### config.mk
export PLATFORM = sky130hd
export DESIGN_NAME = ilscr_top
export DESIGN_NICKNAME = d
export VERILOG_FILES = /design/src/ilscr_pkg.sv /design/src/ilscr_top.sv
export SDC_FILE = /design/constraint.sdc
export NUM_CORES = 1
export LEC_CHECK = 0
export BUFFER_PORTS_ARGS = -buffer_cell sky130_fd_sc_hd__buf_2
export CORE_ASPECT_RATIO = 0.75
export CORE_MARGIN = 8
export CORE_UTILIZATION = 40
export CTS_CLUSTER_DIAMETER = 200
export CTS_CLUSTER_SIZE = 14
export DETAILED_ROUTE_END_ITERATION = 16
export GPL_ROUTABILITY_DRIVEN = 1
export HOLD_SLACK_MARGIN = 0.1
export MAX_ROUTING_LAYER = met4
export PLACE_DENSITY = 0.66
export SLEW_MARGIN = 30
export SYNTH_ARGS = -nofsm -noshare
export SYNTH_HDL_FRONTEND = slang
export SYNTH_SLANG_ARGS = --single-unit
export TNS_END_PERCENT = 100
### constraint.sdc
create_clock -name sys_clk -period 8.68 [get_ports sys_clk]
set_input_delay 1.302 -clock sys_clk [delete_from_list [all_inputs] [get_ports sys_clk]]
set_output_delay 1.302 -clock sys_clk [all_outputs]
set_load 0.01 [all_outputs]
### src/ilscr_pkg.sv
// Shared constants and types for the LED sink control register slave
package ilscr_pkg;

    // Bus address of this slave, seven bits
    localparam logic [6:0] DEV_ADDR     = 7'h70;
    localparam logic [3:0] BYTE_BITS    = 4'h8;
    localparam logic [3:0] LAST_TX_BIT  = 4'h7;

    // Register offsets
    localparam logic [7:0] REG_ONOFF    = 8'h00;
    localparam logic [7:0] REG_LEVEL1   = 8'h01;
    localparam logic [7:0] REG_LEVEL8   = 8'h08;
    localparam logic [7:0] REG_STEP     = 8'h09;

    // Defaults loaded while enable is low
    localparam logic [7:0] RST_ONOFF    = 8'h00;
    localparam logic [5:0] RST_LEVEL    = 6'h01;
    localparam logic [3:0] RST_STEP     = 4'h8;
    localparam logic [7:0] RST_PTR      = 8'h00;

    // Level codes above this saturate
    localparam logic [5:0] LEVEL_MAX    = 6'h32;

    // Slave sequencer states
    typedef enum logic [2:0] {
        ST_IDLE = 3'h0,
        ST_ADDR = 3'h1,
        ST_REG  = 3'h2,
        ST_DATA = 3'h3,
        ST_ACK  = 3'h4,
        ST_TX   = 3'h5,
        ST_MACK = 3'h6,
        ST_SKIP = 3'h7
    } ilscr_state_t;

    // Drive to one sink; units counts 31.25 uA steps
    typedef struct packed {
        logic       on;
        logic [9:0] units;
    } ilscr_sink_t;

endpackage

### src/ilscr_top.sv
// Serial-bus slave with the register bank that drives eight current sinks

module ilscr_top (
    input  wire logic                    sys_clk,
    input  wire logic                    arst_n,
    input  wire logic                    enable,
    input  wire logic                    over_temp,
    input  wire logic                    scl_in,
    input  wire logic                    sda_in,
    output logic                         sda_out,
    output logic                         sda_oe,
    output ilscr_pkg::ilscr_sink_t [7:0] sink_drive
);

    ilscr_pkg::ilscr_state_t state;
    ilscr_pkg::ilscr_state_t next_state;
    ilscr_pkg::ilscr_state_t tgt;
    ilscr_pkg::ilscr_state_t next_tgt;
    logic [3:0]              cnt;
    logic [3:0]              next_cnt;
    logic [7:0]              sh;
    logic [7:0]              next_sh;
    logic [7:0]              ptr;
    logic [7:0]              next_ptr;
    logic                    oe;
    logic                    next_oe;
    logic                    scl_q;
    logic                    sda_q;
    logic                    wr_en;
    logic                    ptr_load;
    logic [7:0]              onoff;
    logic [7:0]              next_onoff;
    logic [5:0]              level [8];
    logic [5:0]              next_level [8];
    logic [3:0]              step;
    logic [3:0]              next_step;
    logic [7:0]              rd_data;
    ilscr_pkg::ilscr_sink_t [7:0] next_drive;

    logic scl_rise;
    logic scl_fall;
    logic start_ev;
    logic stop_ev;

    // Open drain: only ever pull low
    assign sda_out = 1'b0;
    assign sda_oe  = oe;

    // Pins are sampled once for edge detection
    always_ff @(posedge sys_clk or negedge arst_n) begin
        if (!arst_n) begin
            scl_q <= 1'b1;
            sda_q <= 1'b1;
        end else begin
            scl_q <= scl_in;
            sda_q <= sda_in;
        end
    end

    // Edges are seen per system clock, so any bus rate far below it works
    assign scl_rise = scl_in & ~scl_q;
    assign scl_fall = ~scl_in & scl_q;
    // Start and repeated start look alike
    assign start_ev = scl_in & scl_q & sda_q & ~sda_in;
    assign stop_ev  = scl_in & scl_q & ~sda_q & sda_in;

    // Read mux; unused bits and unmapped addresses give zero
    always_comb begin
        rd_data = 8'h00;
        if (ptr == ilscr_pkg::REG_ONOFF) begin
            rd_data = onoff;
        end else if (ptr == ilscr_pkg::REG_STEP) begin
            rd_data = {4'h0, step};
        end else if (ptr >= ilscr_pkg::REG_LEVEL1 && ptr <= ilscr_pkg::REG_LEVEL8) begin
            rd_data = {2'h0, level[3'(ptr - ilscr_pkg::REG_LEVEL1)]};
        end
    end

    // Bus sequencer
    always_comb begin
        next_state = state;
        next_tgt   = tgt;
        next_cnt   = cnt;
        next_sh    = sh;
        next_ptr   = ptr;
        next_oe    = oe;
        wr_en      = 1'b0;
        ptr_load   = 1'b0;
        if (!enable) begin
            next_state = ilscr_pkg::ST_IDLE;
            next_oe    = 1'b0;
            next_cnt   = 4'h0;
            next_ptr   = ilscr_pkg::RST_PTR;
        end else if (start_ev) begin
            next_state = ilscr_pkg::ST_ADDR;
            next_cnt   = 4'h0;
            next_oe    = 1'b0;
        end else if (stop_ev) begin
            // Pointer is left alone across a stop
            next_state = ilscr_pkg::ST_IDLE;
            next_oe    = 1'b0;
        end else begin
            case (state)
                ilscr_pkg::ST_ADDR, ilscr_pkg::ST_REG, ilscr_pkg::ST_DATA: begin
                    if (scl_rise && cnt != ilscr_pkg::BYTE_BITS) begin
                        next_sh  = {sh[6:0], sda_in};
                        next_cnt = 4'(cnt + 4'h1);
                    end else if (scl_fall && cnt == ilscr_pkg::BYTE_BITS) begin
                        next_cnt   = 4'h0;
                        next_oe    = 1'b1;
                        next_state = ilscr_pkg::ST_ACK;
                        if (state == ilscr_pkg::ST_ADDR) begin
                            // General call and ten-bit prefixes never match
                            if (sh[7:1] == ilscr_pkg::DEV_ADDR) begin
                                next_tgt = sh[0] ? ilscr_pkg::ST_TX : ilscr_pkg::ST_REG;
                            end else begin
                                next_oe    = 1'b0;
                                next_state = ilscr_pkg::ST_SKIP;
                            end
                        end else if (state == ilscr_pkg::ST_REG) begin
                            next_ptr = sh;
                            ptr_load = 1'b1;
                            next_tgt = ilscr_pkg::ST_DATA;
                        end else begin
                            // Extra data bytes rewrite the same register
                            wr_en    = 1'b1;
                            next_tgt = ilscr_pkg::ST_DATA;
                        end
                    end
                end
                ilscr_pkg::ST_ACK: begin
                    if (scl_fall) begin
                        next_state = tgt;
                        next_oe    = 1'b0;
                        next_cnt   = 4'h0;
                        if (tgt == ilscr_pkg::ST_TX) begin
                            next_sh = rd_data;
                            next_oe = ~rd_data[7];
                        end
                    end
                end
                ilscr_pkg::ST_TX: begin
                    if (scl_fall) begin
                        if (cnt == ilscr_pkg::LAST_TX_BIT) begin
                            next_state = ilscr_pkg::ST_MACK;
                            next_oe    = 1'b0;
                        end else begin
                            next_cnt = 4'(cnt + 4'h1);
                            next_sh  = {sh[6:0], 1'b0};
                            next_oe  = ~sh[6];
                        end
                    end
                end
                ilscr_pkg::ST_MACK: begin
                    if (scl_rise) begin
                        if (sda_in) begin
                            next_state = ilscr_pkg::ST_SKIP;
                        end else begin
                            // Master wants more: resend the same register
                            next_state = ilscr_pkg::ST_ACK;
                            next_tgt   = ilscr_pkg::ST_TX;
                        end
                    end
                end
                default: begin
                end
            endcase
        end
    end

    always_ff @(posedge sys_clk or negedge arst_n) begin
        if (!arst_n) begin
            state <= ilscr_pkg::ST_IDLE;
            tgt   <= ilscr_pkg::ST_IDLE;
            cnt   <= 4'h0;
            sh    <= 8'h00;
            ptr   <= ilscr_pkg::RST_PTR;
            oe    <= 1'b0;
        end else begin
            state <= next_state;
            tgt   <= next_tgt;
            cnt   <= next_cnt;
            sh    <= next_sh;
            ptr   <= next_ptr;
            oe    <= next_oe;
        end
    end

    // Register bank
    always_comb begin
        next_onoff = onoff;
        next_level = level;
        next_step  = step;
        if (!enable) begin
            // Holding defaults while low also covers the rising edge
            next_onoff = ilscr_pkg::RST_ONOFF;
            next_step  = ilscr_pkg::RST_STEP;
            for (int k = 0; k < 8; k++) begin
                next_level[k] = ilscr_pkg::RST_LEVEL;
            end
        end else if (wr_en) begin
            if (ptr == ilscr_pkg::REG_ONOFF) begin
                next_onoff = sh;
            end else if (ptr == ilscr_pkg::REG_STEP) begin
                next_step = sh[3:0];
            end else if (ptr >= ilscr_pkg::REG_LEVEL1 && ptr <= ilscr_pkg::REG_LEVEL8) begin
                next_level[3'(ptr - ilscr_pkg::REG_LEVEL1)] = sh[5:0];
            end
        end
    end

    always_ff @(posedge sys_clk or negedge arst_n) begin
        if (!arst_n) begin
            onoff <= ilscr_pkg::RST_ONOFF;
            step  <= ilscr_pkg::RST_STEP;
            for (int k = 0; k < 8; k++) begin
                level[k] <= ilscr_pkg::RST_LEVEL;
            end
        end else begin
            onoff <= next_onoff;
            step  <= next_step;
            level <= next_level;
        end
    end

    // Per-sink drive; current in 31.25 uA units
    for (genvar i = 0; i < 8; i++) begin : g_sink
        logic [5:0] mult;
        logic       on_i;
        assign mult = (level[i] > ilscr_pkg::LEVEL_MAX) ? ilscr_pkg::LEVEL_MAX : level[i];
        assign on_i = enable & ~over_temp & onoff[i];
        assign next_drive[i] = {on_i,
            on_i ? 10'(10'(mult) * (10'(step) + 10'h001)) : 10'h000};
    end

    // One register stage for all sinks keeps a single driver on the output
    always_ff @(posedge sys_clk or negedge arst_n) begin
        if (!arst_n) begin
            sink_drive <= '0;
        end else begin
            sink_drive <= next_drive;
        end
    end

    logic [9:0] sat_units;
    assign sat_units = 10'(10'(ilscr_pkg::LEVEL_MAX) * (10'(step) + 10'h001));
endmodule

# Yosys cells after proc, flatten, opt, wreduce, memory -nomap -nowiden
# Cells that the tools add are included.
# Widths: inputs -> output; s select.
[totals] reg_bits=177 latch_bits=0 ram_bits=0 romBits=0 input_bits=6 out_inout_bits=90 word_cells=250 n_memories=0
[op_classes] n_addsub=3 n_mul=8 div=0 n_lt_le_gt_ge=12 n_eq_ne=49 n_shift=0 n_mux=101 bitwise_logic=26 n_reduce_logical=17
[op_table] op="$mux 48" n=5
[op_table] op="$mux 8" n=17
[op_table] op="$mul 6x10->10" n=8
[op_table] op="$mux 10" n=8
[op_table] op="$mux 6" n=13
[op_table] op="$bwmux 48" n=1
[op_table] op="$gt 6x6->1 const B" n=8
[op_table] op="$mux 3" n=16
[op_table] op="$mux 4" n=12
[op_table] op="$ne 5x5->1 const B" n=7
[op_table] op="$ne 2x2->1 const B" n=15
[op_table] op="$pmux 8 s3" n=1
[op_table] op="$mux 1" n=19
[op_table] op="$bmux 6 s3" n=1
[op_table] op="$demux 6 s3" n=1
[op_table] op="$reduce_and 9->1" n=2
[op_table] op="$and 1x1->1" n=16
[op_table] op="$ne 4x4->1 const B" n=4
[op_table] op="$ne 2x1->1 const B" n=7
[op_table] op="$reduce_and 7->1" n=2
[op_table] op="$eq 3x3->1 const B" n=4
[op_table] op="$pmux 3 s4" n=1
[op_table] op="$pmux 4 s3" n=1
[op_table] op="$not 1->1" n=9
[op_table] op="31 further kinds" n=38

# Logic depth before layout (Yosys ltp)
# Gate-level depths: netlist of the first run.
[logic_depth] depth_word=15 mapped_depth=17 ltp_nobuf=16

# Worst setup path before layout of the first run
# No wires, ideal clock.
[synth_timing] kind="register -> register" start="reg step[2]" end="reg sink_drive[74] in the netlist's numbering" setup_time_ns=0.086 arrival_ns=4.207 t_required_ns=8.594 path_slack_ns=4.387 stages_incl_launch_ff=17 n_path_buf=2 synth_period_minus_slack_ns=4.293 cell_sequence="dfrtp_1 -> clkbuf_1 -> nand3_1 -> xnor2_1 -> clkbuf_1 -> o21ai_0 -> fa_1 -> fa_1 -> fa_1 -> inv_1 -> ha_1 -> nor2b_1 -> o21ai_0 -> a21boi_0 -> o21a_1 -> o21a_1 -> nor3_1"
[synth_rtl] item="from (decl)" line_no="ilscr_top.sv:35" text="logic [3:0] step;"
[synth_rtl] item="from (signal assigned)" line_no="ilscr_top.sv:215" text="step <= ilscr_pkg::RST_STEP;"
[synth_rtl] item="from (signal assigned)" line_no="ilscr_top.sv:221" text="step <= next_step;"
[synth_rtl] item="to (signal assigned)" line_no="ilscr_top.sv:241" text="sink_drive <= next_drive;"
[synth_rtl] item="to (decl)" line_no="ilscr_top.sv:12" text="output ilscr_pkg::ilscr_sink_t [7:0] sink_drive"

==> impl_metrics.py, run 1 <==
metrics = {
    "run_status": {
        "status": "completed",
    },
    "drt": {
        "drt_wl_total_um": 34620,
        "drc": 0,
        "vias": 11120,
        "wire_per_inst_um": 16.33,
        "drt_iter0_markers": 821,
        "ant_nets": 0,
        "vias_per_cell": 5.247,
        "dr.pass1.iters": 5,
    },
    "timing": {
        "max_freq_mhz": 192.0,
        "setup_viol": 0,
        "slew_violations": 0,
        "min_period_ns": 5.209,
        "worst_pin_slew_ns": 0.9535,
        "rsz0062_at_grt": "false",
        "hold_viol_final": 0,
        "maxSlewHeadroom_pct": 35.97,
        "period_share_pct": 60.01,
        "tns_ns": 0,
        "fin_skew_ns": 0.01052,
    },
    "cells_and_area": {
        "multi_input_area_mm2": 0.009082,
        "area_delta_synth_final_pct": 10.69,
        "final_util_pct": 44.72,
        "num_antenna_cells": 0,
        "num-fill-cells": 3384,
        "fin_nets": 1886,
        "ff_latch_area_mm2": 0.004443,
        "layout-drive-gt1-share_pct": 11.36,
    },
    "logic_synthesis": {
        "yosys_register_bits": 177,
        "synth-edff-count": 0,
        "synth_top_area_share_pct": 28.83,
        "yosys_warnings": 0,
        "synth_cell_types": 61,
        "netlist_top_cells_count": "198 x nor2_1, 174 x inv_1, 166 x dfrtp_1",
        "synth-main-ff-cell": "dfrtp_1",
        "synth_area_leaders": "dfrtp_1 29%, ha_1 13%, fa_1 12%, nor2_1 5.2%, inv_1 4.5%",
        "synth_nets": 1835,
        "synthCells": 1591,
        "ys_seq_area_share_pct": 30.84,
        "synth_area_leader_cell": "dfrtp_1",
        "synthArstFlopShare_pct": 100.0,
        "yosysMostFrequentCell": "nor2_1",
        "syn_avg_cell_area_um2": 9.056,
        "synth_area_mm2": 0.01441,
    },
    "clock_network": {
        "cts_root_buf": "clkbuf_16",
        "cts_buffers": 17,
        "clk_latency_ns": 0.45,
        "path_clk_slew_ns": 0.07,
        "cts_tree": "yes",
        "postCtsSetupBuffers": 0,
        "max-clock-path-buffers": 2,
        "ctsResizeCount": 0,
        "cts_sinks": 177,
        "htree_levels": 4,
        "cts_hold_buffers": 0,
    },
    "pwr": {
        "ir_drop_v": 0.0001228,
        "p_leak_nw": 7.944,
        "p_per_area_mw_per_mm2": 110.1,
        "p_int_w": 0.001324,
        "power_w": 0.001756,
        "p_sw_w": 0.0004322,
        "seqPwrFrac_pct": 49.3,
        "combinationalPowerShare_pct": 4.6,
        "power_frac_clock_pct": 46.1,
        "switching_share_pct": 24.61,
    },
    "grt": {
        "grt_pass1_wl_um": 58760,
        "grt-ovfl-total": 0,
        "grt_max_degree": 116,
        "antenna_found_initial": 0,
        "gr-usage-all-layers_pct": 17.17,
        "grt_pass1_vias": 11210,
    },
    "die": {
        "dieWidth_um": 235.1,
        "floorplan.core_area_mm2": 0.03566,
        "initial_core_util_pct": 40.40,
        "io_pins": 96,
        "die_y_um": 180.4,
        "fp-row-count": 60,
        "dieArea_mm2": 0.04241,
    },
    "worst_setup_path": {
        "rrSetupSlack_ns": 3.47,
        "critPathMaxFanout": 18,
        "slowest_delay_ns": 0.78,
        "reg2reg_depth": 15,
        "crit_required_ns": 9.05,
        "start_kind": "flip-flop",
        "worstReg2RegStart": "step[2]$_DFFE_PN0P_",
        "cp_data_arrival_time_ns": 5.58,
        "setup.worst_path.class": "reg2reg",
        "rr_endpoint": "sink_drive[85]$_DFF_PN0_",
        "critPathSlowestCell": "xnor2_2",
        "cpMostUsedCell": "fa_1",
        "worstPathCellList": "nand3_1, xnor2_2, buf_4, o21ai_0, fa_1, fa_1, fa_1, inv_1, ha_1, nor2b_1, o21ai_0, a21boi_0, o21a_1, o21a_1, nor3_1",
        "cp-end-kind": "flip-flop",
    },
    "placement": {
        "routabilityCongestion": 0.8709,
        "io_buffer_count": 94,
        "dpl.hpwl_um": 25590,
    },
    "hold_path": {
        "worstHoldStart": "sda_oe$_DFFE_PN0P_",
        "hp-class": "reg2reg",
        "hold_end": "sda_oe$_DFFE_PN0P_",
        "holdPathStages": 2,
    },
    "run": {
        "drv_cap": 0,
    },
}
## flip-flops by register name (all words and copies together) (netlist names), 3 cells and up
name        cells
tgt             3
ptr             8
cnt             4
sh              8
onoff           8
level          48
sink_drive     88
state           3
step            4
## cell usage in the layout (no fill, tap or decap), types with 5 or more instances in the layout
cell,netlist,final
a211oi_1,11,11
a21boi_0,15,15
a21o_1,7,7
a21oi_1,20,20
a31oi_1,13,13
and2_1,28,28
and3_1,30,30
buf_2,4,93
buf_4,1,10
clkbuf_16,0,17
clkinvlp_4,0,5
dfrtp_1,166,166
dfstp_2,11,11
fa_1,88,88
ha_1,150,150
inv_1,174,173
mux2_2,12,12
mux2i_1,62,62
nand2_1,152,152
nand2b_1,25,25
nand3_1,58,58
nand3b_1,12,12
nor2_1,198,197
nor2_2,6,7
nor2b_1,35,34
nor3_1,62,62
o21a_1,19,19
o21ai_0,40,40
o22ai_1,5,5
o41ai_1,8,8
or2_2,8,8
xnor2_1,28,26
xor2_1,27,24
## cells by family after synthesis
logic type	after synthesis	synth area share (%)
xor gates and xnor gates	55	3.344
and+or+nand+nor	633	20.75
other	1	0.02603
AOI/OAI and AO/OA	163	7.582
adders and majority gates	238	25.25
DFF	177	30.84
buffers and inverters	247	6.496
muxes	77	5.714
## worst max-delay path by stage
stage	start	endpoint	slack (ns)	cells past startpoint
2_1_floorplan	step[2]$_DFFE_PN0P_	sink_drive[74]$_DFF_PN0_	4.39	16
3_3_place_gp	step[2]$_DFFE_PN0P_	sink_drive[85]$_DFF_PN0_	3.74	15
3_5_place_dp	step[2]$_DFFE_PN0P_	sink_drive[74]$_DFF_PN0_	3.53	15
4_1_cts	step[2]$_DFFE_PN0P_	sink_drive[85]$_DFF_PN0_	3.48	15
5_1_grt	step[2]$_DFFE_PN0P_	sink_drive[74]$_DFF_PN0_	3.05	15
6_report	step[2]$_DFFE_PN0P_	sink_drive[85]$_DFF_PN0_	3.47	15
## cell type report
cell class | count | share of cell area, %
Inverter | 174 | 4.095
Timing Repair Buffer | 105 | 3.656
Multi-Input combinational cell | 1167 | 56.95
Clock inverter | 11 | 0.9650
Clock buffer | 21 | 2.824
Tap cell | 465 | 3.648
Sequential cell | 177 | 27.86
## critical path, delay by kind of cell, from the launching register on
| family | cells | cell delay (ns) |
|---|---|---|
| buf+inv | 2 | 0.39 |
| flops | 1 | 0.53 |
| fa+ha+maj | 4 | 1.94 |
| simple gates | 3 | 0.63 |
| compound gates | 5 | 0.85 |
| xor+xnor | 1 | 0.78 |
## through the flow
step	cell area [µm²]	hold slack, ns	std cells	setup slack [ns]
final	15950	0.5300	2120	3.471
after global routing	15950	0.5638	2120	3.048
after CTS	15910	0.5283	2119	3.479
after detailed placement	15300	0.5131	2087	3.531
after global placement	15290	0.5102	2087	3.745
after floorplan	14410	0.4793	1591	4.387
## power by group through the flow
stage,clock network [W],registers (W),logic [W]
after floorplan,0,0.000866,0.0000471
after global placement,0,0.000879,0.0000786
after detailed placement,0,0.000880,0.0000804
after CTS,0.000828,0.000864,0.0000804
after global routing,0.000865,0.000868,0.0000918
final,0.000809,0.000865,0.0000814
## layer usage
metal	wire length, µm	global-route usage [%]	vias up
met5	0	-	-
met4	637	4.447	0
met3	1826	3.652	35
met2	15150	25.48	266
met1	17000	23.65	5463
li1	-	-	5359
(Power assumes the default switching activity.)
==> inputs of run 2 (changes only) <==
--- a/config.mk
+++ b/config.mk
@@ -15,7 +15,7 @@
 export GPL_ROUTABILITY_DRIVEN = 1
 export HOLD_SLACK_MARGIN = 0.1
 export MAX_ROUTING_LAYER = met4
-export PLACE_DENSITY = 0.66
+export PLACE_DENSITY = 0.68
 export SLEW_MARGIN = 30
 export SYNTH_ARGS = -nofsm -noshare
 export SYNTH_HDL_FRONTEND = slang
==> constraint.sdc (replaced) <==
create_clock -name sys_clk -period 4.7 [get_ports sys_clk]
set_input_delay 0.705 -clock sys_clk [delete_from_list [all_inputs] [get_ports sys_clk]]
set_output_delay 0.705 -clock sys_clk [all_outputs]
set_load 0.01 [all_outputs]
==> run 2 against run 1 <==
Clock skew is 0.0018 ns higher. Hold slack worse by 0.24 ns. Sequential power is 85% higher. Final cell count is 1.5% higher. Total power is 82% higher. Largest power group unchanged. Fmax is 16% higher. First-iteration DRC count is 6.9% higher. Count of clock-buffer cells in the layout is 2 higher. Clock power is 79% higher. Setup slack worse by 3.3 ns. Register-to-register slack worse by 3.3 ns.
==> impl_metrics.py, run 2 (synthesized netlist as in run 1, its figures left out) <==
metrics = {
    "run_status": {
        "status": "completed",
    },
    "clock_network": {
        "cts_root_buf": "clkbuf_16",
        "cts_sinks": 177,
        "cts_tree": "yes",
        "path_clk_slew_ns": 0.07,
        "postCtsSetupBuffers": 0,
        "cts_buffers": 17,
        "htree_levels": 4,
        "max-clock-path-buffers": 2,
        "clk_latency_ns": 0.46,
        "ctsResizeCount": 0,
        "cts_hold_buffers": 0,
    },
    "timing": {
        "fin_skew_ns": 0.01228,
        "tns_ns": 0,
        "maxSlewHeadroom_pct": 42.50,
        "min_period_ns": 4.479,
        "period_share_pct": 95.31,
        "setup_viol": 0,
        "max_freq_mhz": 223.2,
        "slew_violations": 0,
        "fin_ws_ns": 0.2205,
        "rsz0062_at_grt": "false",
        "worst_pin_slew_ns": 0.8625,
        "hold_viol_final": 0,
    },
    "grt": {
        "gr-usage-all-layers_pct": 17.48,
        "grt_pass1_wl_um": 59350,
        "grt_pass1_vias": 11480,
        "antenna_found_initial": 0,
        "grt_max_degree": 108,
        "grt-ovfl-total": 0,
    },
    "cells_and_area": {
        "design_area_mm2": 0.01614,
        "fin_nets": 1917,
        "largest_register_ffs": 88,
        "biggestRegsByFlops": "sink_drive x88, level x48",
        "layout-drive-gt1-share_pct": 12.87,
        "top_register": "sink_drive",
        "num_antenna_cells": 0,
        "final_cell_mix": "197 x nor2_1, 174 x inv_1, 165 x dfrtp_1",
        "area_delta_synth_final_pct": 12.02,
        "final_common_cell": "nor2_1",
    },
    "worst_setup_path": {
        "critPathMaxFanout": 10,
        "worstReg2RegStart": "step[0]$_DFFE_PN0P_",
        "cp_data_arrival_time_ns": 4.84,
        "setup.worst_path.class": "reg2reg",
        "startpoint": "step[0]$_DFFE_PN0P_",
        "start_kind": "flip-flop",
        "cp-end-kind": "flip-flop",
        "crit_required_ns": 5.06,
    },
    "die": {
        "die_y_um": 180.4,
        "initial_core_util_pct": 40.40,
        "dieWidth_um": 235.1,
        "floorplan.core_area_mm2": 0.03566,
        "io_pins": 96,
        "dieArea_mm2": 0.04241,
        "fp-row-count": 60,
    },
    "drt": {
        "vias_per_cell": 5.244,
        "drt_wl_total_um": 35530,
        "drc": 0,
        "ant_nets": 0,
        "wire_per_inst_um": 16.52,
        "dr.pass1.iters": 5,
        "drt_iter0_markers": 878,
        "vias": 11280,
    },
    "hold_path": {
        "hp-class": "in2async",
    },
    "pwr": {
        "p_per_area_mw_per_mm2": 198.4,
        "ir_drop_v": 0.0001781,
        "p_leak_nw": 8.094,
    },
    "placement": {
        "dpl.hpwl_um": 26410,
        "routabilityCongestion": 0.9003,
        "post_dp_cell_area_mm2": 0.01555,
        "io_buffer_count": 94,
        "preCtsSetupSlack_ns": 0.1624,
    },
    "run": {
        "drv_cap": 0,
    },
}
## run 2: changes by cell type in the layout (fill, tap and decap cells not counted), moves of 2 or more
cell and change:
inv_6 -2, clkinv_2 +3, buf_4 +29, o21ai_1 +3, clkinvlp_4 -2, xor2_1 +2
buf_12 +2, clkbuf_8 +2, o21ai_0 -3
## run 2: layer usage
metal | up-vias | track usage [%] | routed length (µm)
met5 | - | - | 0
met4 | 0 | 4.946 | 735
met3 | 39 | 4.370 | 2332
met2 | 288 | 25.86 | 15460
met1 | 5525 | 23.57 | 16990
li1 | 5428 | - | -
## run 2: worst paths after layout
path / end / slack [ns] / cells after the start
setup reg to reg: sink_drive[30]$_DFF_PN0_ / 0.22 / 15
max in group asynchronous: level[18]$_DFFE_PN1P_ / 3.34 / 2
hold / removal: sink_drive[12]$_DFF_PN0_ / 0.29 / 1
hold reg to reg: cnt[3]$_DFFE_PN0P_ / 0.52 / 1
setup / recovery: sink_drive[30]$_DFF_PN0_ / 0.22 / 15
min in group sys_clk: scl_q$_DFF_PN1_ / 0.41 / 1
## run 2: metrics by stage
stage	power (W)	cells	utilization (%)	hold slack, ns
2_1_floorplan	0.001687	1591	-	0.4094
3_3_place_gp	0.001770	2119	43.59	0.5090
3_5_place_dp	0.001778	2119	43.60	0.5130
4_1_cts	0.003237	2151	45.24	0.3813
5_1_grt	0.003323	2151	45.26	0.3720
6_report	0.003202	2151	45.26	0.2858
## run 2: cell type report
type / count / area (µm²)
timing repair buffer: 136 / 824.5
tap: 465 / 581.8
clock inverter: 9 / 106.4
multi-input combinational: 1167 / 9051
clock buffer: 23 / 478.0
sequential: 177 / 4444
fill: 3399 / 19520
inverter: 174 / 653.1
## run 2: where the power goes
group | leakage, nW | internal [W] | switching (W)
Combinational | 5.40 | 0.0000411 | 0.000109
Clock | 0.279 | 0.000823 | 0.000630
Sequential | 2.42 | 0.00155 | 0.0000511
Total | 8.09 | 0.00241 | 0.000790
## run 2: critical path, stage by stage, from the launching register on
cell	delay (ns)
dfrtp_1	0.43
ha_2	0.26
nand3_1	0.15
buf_4	0.23
or2_2	0.32
fa_1	0.51
fa_1	0.53
fa_1	0.54
inv_1	0.04
ha_1	0.33
nor2b_1	0.16
o21ai_0	0.23
a21boi_1	0.14
o21a_1	0.20
o21a_1	0.16
nor3_1	0.15
